==> src/verilog/autoselect_params.svh <==
// constants for the autoselect query controller
`ifndef AUTOSELECT_PARAMS_SVH
`define AUTOSELECT_PARAMS_SVH
`define ADDR_W 23
`define DATA_W 16
`define BANK_MSB 22
`define BANK_LSB 20
`define GROUP_MSB 22
`define GROUP_LSB 12
`define GROUP_W 11
// low word offsets of the identifier words
`define OFS_MAKER 8'h00
`define OFS_DEV1 8'h01
`define OFS_DEV2 8'h0e
`define OFS_DEV3 8'h0f
`define OFS_PROT 8'h02
`define OFS_LOCK 8'h03
// data bits of the answers
`define PROT_BIT 0
`define FACTORY_BIT 7
`define CUSTOMER_BIT 6
// bank address used when polling the lock indicator
`define LOCK_BANK_ADDR 23'h004000
// read cycle timing: strobes low 100 ns, gap 50 ns
`define T_RD_NS 100
`define T_GAP_NS 50
`define CLK_NS 50
`define RD_CYC ((`T_RD_NS + `CLK_NS - 1) / `CLK_NS)
`define GAP_CYC ((`T_GAP_NS + `CLK_NS - 1) / `CLK_NS)
`define CNT_W 4
`define RES_DEPTH 8
`define RES_AW 3
`endif

==> src/verilog/autoselect_pkg.sv <==
// types shared by the autoselect query controller
package autoselect_pkg;
    // kinds of query the controller can run
    typedef enum logic [2:0] {
        Q_MAKER,
        Q_DEVICE,
        Q_PROT,
        Q_LOCK
    } query_e;
    // one stored answer word
    typedef logic [15:0] word_t;
endpackage : autoselect_pkg

==> src/verilog/result_bus_if.sv <==
// carrier between controller and its answer memory
`timescale 1ns/1ps
interface result_bus_if;
    logic wr_en;
    logic [2:0] wr_addr;
    logic [15:0] wr_data;
    logic [2:0] rd_addr;
    logic [15:0] rd_data;
    modport master (output wr_en, output wr_addr, output wr_data,
        output rd_addr, input rd_data);
    modport mem (input wr_en, input wr_addr, input wr_data,
        input rd_addr, output rd_data);
endinterface : result_bus_if

==> src/verilog/autoselect_host.sv <==
// host controller issuing autoselect reads to a parallel flash
`timescale 1ns/1ps
`include "autoselect_params.svh"
module autoselect_host
    import autoselect_pkg::*;
(
    // clock and reset
    input wire logic clk,
    input wire logic rst,
    // user request
    input wire logic req_valid,
    output logic req_ready,
    input wire logic [2:0] req_kind,
    input wire logic [2:0] req_bank,
    input wire logic [10:0] req_group,
    input wire logic hv_mode,
    // user answer
    output logic rsp_valid,
    output logic [15:0] rsp_word0,
    output logic [15:0] rsp_word1,
    output logic [15:0] rsp_word2,
    output logic rsp_protected,
    output logic rsp_factory_lock,
    output logic rsp_customer_lock,
    // flash pins
    output logic [22:0] flash_addr,
    output logic ce_n,
    output logic oe_n,
    output logic we_n,
    output logic id_high_voltage,
    input wire logic [15:0] dq_in
);
    // controller states
    typedef enum logic [2:0] {
        S_IDLE,
        S_SETUP,
        S_READ,
        S_GAP,
        S_FETCH,
        S_DONE
    } state_e;

    state_e state_q, state_d;
    query_e kind_q;
    logic [2:0] bank_q;
    logic [10:0] group_q;
    logic hv_q;
    logic [1:0] idx_q; // word number within the query
    logic [`CNT_W-1:0] cnt_q; // strobe timing counter
    logic [1:0] nwords; // words this query needs
    logic [22:0] addr_w; // address of the next word to read
    logic hv_w; // voltage wanted after this edge
    logic [15:0] rsp0_q, rsp1_q, rsp2_q;
    logic valid_q;
    logic [1:0] fetch_q;
    logic [22:0] addr_q;
    logic hv_out_q;

    result_bus_if rbus ();

    result_mem u_mem (
        .clk(clk),
        .bus(rbus)
    );

    ////////////////////////////////////////////////////////////////
    // address forming, used by the maker and device queries
    function automatic logic [22:0] form_addr(input logic [2:0] bank,
        input logic [7:0] ofs);
        form_addr = {bank, 12'h000, ofs};
    endfunction : form_addr

    // full address of one word; used on take and for later words
    function automatic logic [22:0] query_addr(input query_e kind,
        input logic [2:0] bank, input logic [10:0] group,
        input logic [1:0] idx);
        logic [7:0] ofs;
        // maker keeps A0-A3, A6, A7 low
        ofs = (kind == Q_MAKER) ? `OFS_MAKER :
            (kind == Q_PROT) ? `OFS_PROT :
            (kind == Q_LOCK) ? `OFS_LOCK :
            (idx == 2'h0) ? `OFS_DEV1 :
            (idx == 2'h1) ? `OFS_DEV2 : `OFS_DEV3;
        // protection query carries the group on A22-A12
        if (kind == Q_PROT)
            query_addr = {group, 4'h0, ofs};
        else if (kind == Q_LOCK)
            query_addr = `LOCK_BANK_ADDR | 23'(ofs);
        else
            query_addr = form_addr(bank, ofs);
    endfunction : query_addr

    // word count per query kind
    assign nwords = (kind_q == Q_DEVICE) ? 2'h3 : 2'h1;

    // next address: from the request on take, else the following word
    assign addr_w = (state_q == S_IDLE) ?
        query_addr(query_e'(req_kind), req_bank, req_group, 2'h0) :
        query_addr(kind_q, bank_q, group_q, idx_q + 2'h1);

    // voltage from take until the last gap; on take the request decides
    assign hv_w = (state_d inside {S_SETUP, S_READ, S_GAP}) &&
        (req_ready ? hv_mode : hv_q);

    assign req_ready = (state_q == S_IDLE);

    ////////////////////////////////////////////////////////////////
    // next state
    always_comb
    begin
        state_d = state_q;
        unique case (state_q)
            S_IDLE: if (req_valid) state_d = S_SETUP;
            S_SETUP: state_d = S_READ; // address settles before strobes
            S_READ: if (cnt_q == `CNT_W'(`RD_CYC - 1)) state_d = S_GAP;
            S_GAP:
                if (cnt_q == `CNT_W'(`GAP_CYC - 1))
                    state_d = (idx_q == nwords - 2'h1) ? S_FETCH : S_SETUP;
            S_FETCH: if (fetch_q == 2'h3) state_d = S_DONE;
            S_DONE: state_d = S_IDLE;
        endcase
    end

    ////////////////////////////////////////////////////////////////
    // request capture and sequencing
    always_ff @(posedge clk)
    begin
        if (rst)
        begin
            state_q <= S_IDLE;
            kind_q <= Q_MAKER;
            bank_q <= 3'h0;
            group_q <= 11'h000;
            hv_q <= 1'b0;
            idx_q <= 2'h0;
            cnt_q <= '0;
            fetch_q <= 2'h0;
        end
        else
        begin
            state_q <= state_d;
            if (state_q == S_IDLE && req_valid)
            begin
                kind_q <= query_e'(req_kind);
                bank_q <= req_bank;
                group_q <= req_group;
                hv_q <= hv_mode;
                idx_q <= 2'h0;
                fetch_q <= 2'h0;
            end
            // timer restarts at every state change
            cnt_q <= (state_d != state_q) ? '0 : cnt_q + `CNT_W'(1);
            if (state_q == S_GAP && state_d == S_SETUP)
                idx_q <= idx_q + 2'h1;
            if (state_q == S_FETCH)
                fetch_q <= fetch_q + 2'h1;
        end
    end

    ////////////////////////////////////////////////////////////////
    // pins: address and high voltage held before and during reads
    always_ff @(posedge clk)
    begin
        if (rst)
        begin
            addr_q <= 23'h000000;
            hv_out_q <= 1'b0;
        end
        else
        begin
            // loaded one cycle early so pins settle before strobes fall
            if (state_d == S_SETUP)
                addr_q <= addr_w;
            // voltage applied from setup until the last gap ends
            hv_out_q <= hv_w;
        end
    end

    assign flash_addr = addr_q;
    assign id_high_voltage = hv_out_q;
    // plain read cycle strobes
    assign ce_n = !(state_q == S_READ);
    assign oe_n = !(state_q == S_READ);
    assign we_n = 1'b1;

    ////////////////////////////////////////////////////////////////
    // capture last data of each read into memory
    assign rbus.wr_en = (state_q == S_READ) &&
        (cnt_q == `CNT_W'(`RD_CYC - 1));
    assign rbus.wr_addr = {1'b0, idx_q};
    assign rbus.wr_data = dq_in;
    assign rbus.rd_addr = {1'b0, fetch_q};

    ////////////////////////////////////////////////////////////////
    // answer registers, loaded from memory read-back
    always_ff @(posedge clk)
    begin
        if (rst)
        begin
            rsp0_q <= 16'h0000;
            rsp1_q <= 16'h0000;
            rsp2_q <= 16'h0000;
            valid_q <= 1'b0;
        end
        else
        begin
            // read data lags address by one cycle
            if (state_q == S_FETCH && fetch_q == 2'h1)
                rsp0_q <= rbus.rd_data;
            if (state_q == S_FETCH && fetch_q == 2'h2)
                rsp1_q <= rbus.rd_data;
            if (state_q == S_FETCH && fetch_q == 2'h3)
                rsp2_q <= rbus.rd_data;
            valid_q <= (state_q == S_DONE);
        end
    end

    assign rsp_valid = valid_q;
    assign rsp_word0 = rsp0_q;
    assign rsp_word1 = rsp1_q;
    assign rsp_word2 = rsp2_q;
    // zero word means unprotected; fresh parts read zero
    assign rsp_protected = rsp0_q[`PROT_BIT];
    assign rsp_factory_lock = rsp0_q[`FACTORY_BIT];
    assign rsp_customer_lock = rsp0_q[`CUSTOMER_BIT];
endmodule : autoselect_host

==> src/verilog/result_mem.sv <==
// small answer memory with registered read data
`timescale 1ns/1ps
`include "autoselect_params.svh"
module result_mem
    import autoselect_pkg::*;
(
    // clock
    input wire logic clk,
    // carrier
    result_bus_if.mem bus
);
    // storage words
    word_t mem_q [`RES_DEPTH];
    word_t rd_q;

    ////////////////////////////////////////////////////////////////
    // write port and registered read
    always_ff @(posedge clk)
    begin
        if (bus.wr_en)
        begin
            mem_q[bus.wr_addr] <= bus.wr_data;
        end
        rd_q <= mem_q[bus.rd_addr];
    end

    assign bus.rd_data = rd_q;
endmodule : result_mem
==> config.mk <==
export PLATFORM = sky130hd
export DESIGN_NAME = autoselect_host
export DESIGN_NICKNAME = d
export VERILOG_FILES = /design/src/verilog/autoselect_pkg.sv /design/src/verilog/result_bus_if.sv /design/src/verilog/autoselect_host.sv /design/src/verilog/result_mem.sv
export VERILOG_INCLUDE_DIRS = /design/src /design/src/verilog
export SDC_FILE = /design/constraint.sdc
export NUM_CORES = 1
export LEC_CHECK = 0
export CAP_MARGIN = 15
export CORE_MARGIN = 2
export CORE_UTILIZATION = 40
export DETAILED_ROUTE_END_ITERATION = 10
export DONT_BUFFER_PORTS = 1
export PLACE_DENSITY = 0.65
export SETUP_SLACK_MARGIN = 0.3
export SYNTH_ARGS = -nofsm -noshare
export SYNTH_HDL_FRONTEND = slang
export SYNTH_SLANG_ARGS = --single-unit
==> constraint.sdc <==
create_clock -name clk -period 2.5 [get_ports clk]
set_clock_uncertainty 0.05 [all_clocks]
set_input_delay 0.25 -clock clk [delete_from_list [all_inputs] [get_ports clk]]
set_output_delay 0.25 -clock clk [all_outputs]
set_load 0.01 [all_outputs]
==> results by group <==
Run status
  – Status: finished, final reports clean

Route
  – DRT Pass-1 Iters: 5
  – Average vias per placed instance: 5.09
  – Avg WL per Cell: 16.7 um
  – DRT antenna net count: 0
  – Vias: 4419
  – Initial drt markers: 348
  – Post-Route WL: 14500 um
  – # DRC: 0

GRT
  – GRT Total Usage: 16.4%
  – Largest net degree at the start of global routing: 87
  – First-pass GRT wire length: 22600 um
  – Congestion Overflow GR: 0
  – Vias in the first global route: 4204
  – Initial antenna violation count: 0

Clocking
  – Sink Count: 173
  – Total CTS buffers: 17
  – Depth of the CTS H-tree: 4
  – Clk slew on worst S/H paths: 70 ps
  – Root Driver: clkbuf_16
  – Max Buffers Root-to-Sink: 2
  – TritonCTS clock tree: built
  – Clk Latency, worst-skew pair: 430 ps

Place
  – Placed Instances: 800
  – DP Area: 6880 um2
  – Gpl congestion: 0.820
  – Port Buffer Count: 0
  – Final HPWL from detailed placement: 9520 um

Synth
  – Syn avg cell area: 11.0 um2
  – Distinct cells, synth: 46
  – Ys async rst share: 0%
  – Synthesized cell area: 6770 um2
  – Number of synthesized flops with an enable pin: 64
  – Top_reg_cell synth: dfxtp_1
  – Sequential share of the synthesized area: 60.6%
  – Mapped Cells: 613
  – Flops & latches, synth: 173
  – Yosys Warn Count: 0

Final layout
  – Post-route cell area: 7900 um2
  – P&R area growth vs syn: 16.7%
  – Share of layout cells above drive strength 1: 12.8%
  – Post-layout util: 47.6%
  – Final cell count without fillers: 868
  – FILL cells: 1506
  – # diodes: 0
  – NumNets Final: 683

Setup path
  – Startpoint Class: flop
  – CP bufs+invs: 2
  – Crit path capture type: flop
  – Crit path kind: reg2reg
  – CP peak stage delay: 500 ps
  – Critical-path cell list: inv_1 > and4_4 > or3_4 > o211ai_4 > buf_12 > mux2_2
  – R2R Setup Slk: 350 ps
  – CP max-delay cell: dfxtp_1
  – Worst-path fanout max: 10
  – WP data required: 2760 ps
  – CP top delay family: simple AND/OR/NAND/NOR gates
  – Crit path DAT: 2410 ps

Timing
  – Period utilization: 86.0%
  – Worst slew pin tran: 676 ps
  – Max-slew violation count: 0
  – Slew Limit Headroom: 54.8%
  – Final min period: 2150 ps
  – Max Clk Rate: 465 MHz
  – Final setup vio count: 0
  – Setup total negative slack: 0 ps
  – WHS: 22.7 ps
  – Hold Violations, Final: 0
  – Unrepaired setup endpoints after global routing: false

Power and ir drop
  – Pwr Density: 768 nW/um2
  – LEAKAGE: 2.72 nW
  – Peak supply drop: 0.000496 V

Die
  – I/O pin count: 117
  – Chip width: 134 um
  – DIE AREA: 18000 um2
  – Total core area: 16600 um2
  – DIE HEIGHT: 134 um
  – Initial Util: 40.8%
  – # rows: 47

Run
  – MaxCap Viol Count: 0

Worst hold path
  – HP Class: in2reg
[area by class of cell]
| class | count | area (um2) | share of cell area (%) |
|---|---|---|---|
| flip-flops and latches | 173 | 4110 | 52.0 |
| multi-input cells | 385 | 2400 | 30.4 |
| repair buffers | 47 | 470 | 5.96 |
| clock buffers | 17 | 425 | 5.39 |
| well taps | 220 | 275 | 3.49 |
| clock inverters | 15 | 178 | 2.25 |
| inverters | 11 | 41.3 | 0.523 |
[cells in the final DEF (no fill, tap or decap), types with 3 or more instances in the layout]
| cell | instances |
|---|---|
| mux4_2 | 16 |
| mux2_4 | 5 |
| dfxtp_1 | 108 |
| a211oi_1 | 3 |
| inv_1 | 11 |
| mux2_2 | 4 |
| o21ai_0 | 5 |
| a211o_1 | 5 |
| a22oi_1 | 7 |
| conb_1 | 9 |
| nand3_1 | 6 |
| and3_1 | 6 |
| nor3b_1 | 6 |
| ha_1 | 11 |
| edfxtp_1 | 64 |
| nor2b_1 | 10 |
| nor2_1 | 29 |
| nand2b_1 | 9 |
| mux2i_1 | 7 |
| dlygate4sd3_1 | 34 |
| clkinv_8 | 3 |
| nor3_1 | 3 |
| inv_6 | 4 |
| a21oi_1 | 77 |
| and2_1 | 5 |
| clkbuf_16 | 17 |
| buf_4 | 11 |
| nand2_1 | 137 |
| inv_8 | 4 |
[per-stage QoR]
stage	total power, mW	setup WS (ps)
after floorplan	3.37	408
after global placement	3.38	270
after detailed placement	3.40	158
after CTS	6.11	301
after global routing	6.28	301
final	6.06	349
[worst register-to-register path: cells and delay by family (launching register included)]
family                 cells  cell delay (ps)
multiplexers               1              330
AO/OA/AOI/OAI              1              180
buffers and inverters      2              330
flip-flops                 1              500
AND/OR/NAND/NOR            2              620
[state kept, by name (all words and copies together), names as in the netlist]
register           count
id_high_voltage        1
rsp_word2             16
fetch_q                2
rsp_word0             16
flash_addr            14
u_mem.bus.rd_data     16
u_mem.mem_q           64
rsp_word1             16
rsp_valid              1
group_q               11
bank_q                 3
hv_q                   1
idx_q                  2
kind_q                 3
cnt_q                  4
state_q                3
[synth_stat cells (all sizes together), types with 6 or more instances]
library cell	count	area (um2)
nand2b	9	56.3
nand2	138	518
nor2b	10	62.6
ha	11	138
nor2	30	113
nand3	6	30.0
dfxtp	109	2180
nor3b	7	57.6
a22oi	7	52.6
mux2	9	120
buf	28	190
mux2i	7	70.1
edfxtp	64	1920
mux4	16	360
inv	11	41.3
a21oi	78	390
clkbuf	23	86.3
and3	6	37.5
[final timing paths]
path	start	end	cells after the start
setup / recovery	state_q[0]	flash_addr[14]	6
hold / removal	rst	flash_addr[18]	2
setup reg to reg	state_q[0]	flash_addr[14]	6
hold reg to reg	group_q[10]	group_q[10]	2
[power breakdown]
| part | internal [mW] | switching (mW) |
|---|---|---|
| Sequential | 2.98 | 0.0543 |
| Combinational | 0.181 | 0.229 |
| Clock | 1.36 | 1.26 |
| Total | 4.52 | 1.54 |
[kinds of logic after synthesis]
kind of cell / count (synthesis) / share of synthesized area, %
other cells: 2 / 0.111
mux: 32 / 8.13
xor+xnor: 3 / 0.388
simple gates: 223 / 14.8
flops: 173 / 60.6
fa+ha+maj: 11 / 2.03
compound gates: 107 / 9.21
buf+inv: 62 / 4.70
[what timing repair did]
item	CTS	global route
hold endpoints to repair	144	0
endpoints found under the setup margin	14	15
hold buffers	35	0
gates resized for setup	1	7
pin swaps	1	0
setup buffers	1	0
[metal layers]
metal | track usage, % | up-vias | share of wire (%)
li1 | - | 2150 | -
met1 | 20.5 | 2101 | 43
met2 | 26.0 | 150 | 47
met3 | 5.78 | 18 | 8.3
met4 | 6.61 | 0 | 2.0
met5 | 0 | - | 0
No activity file was read; power rests on OpenSTA's default activity.
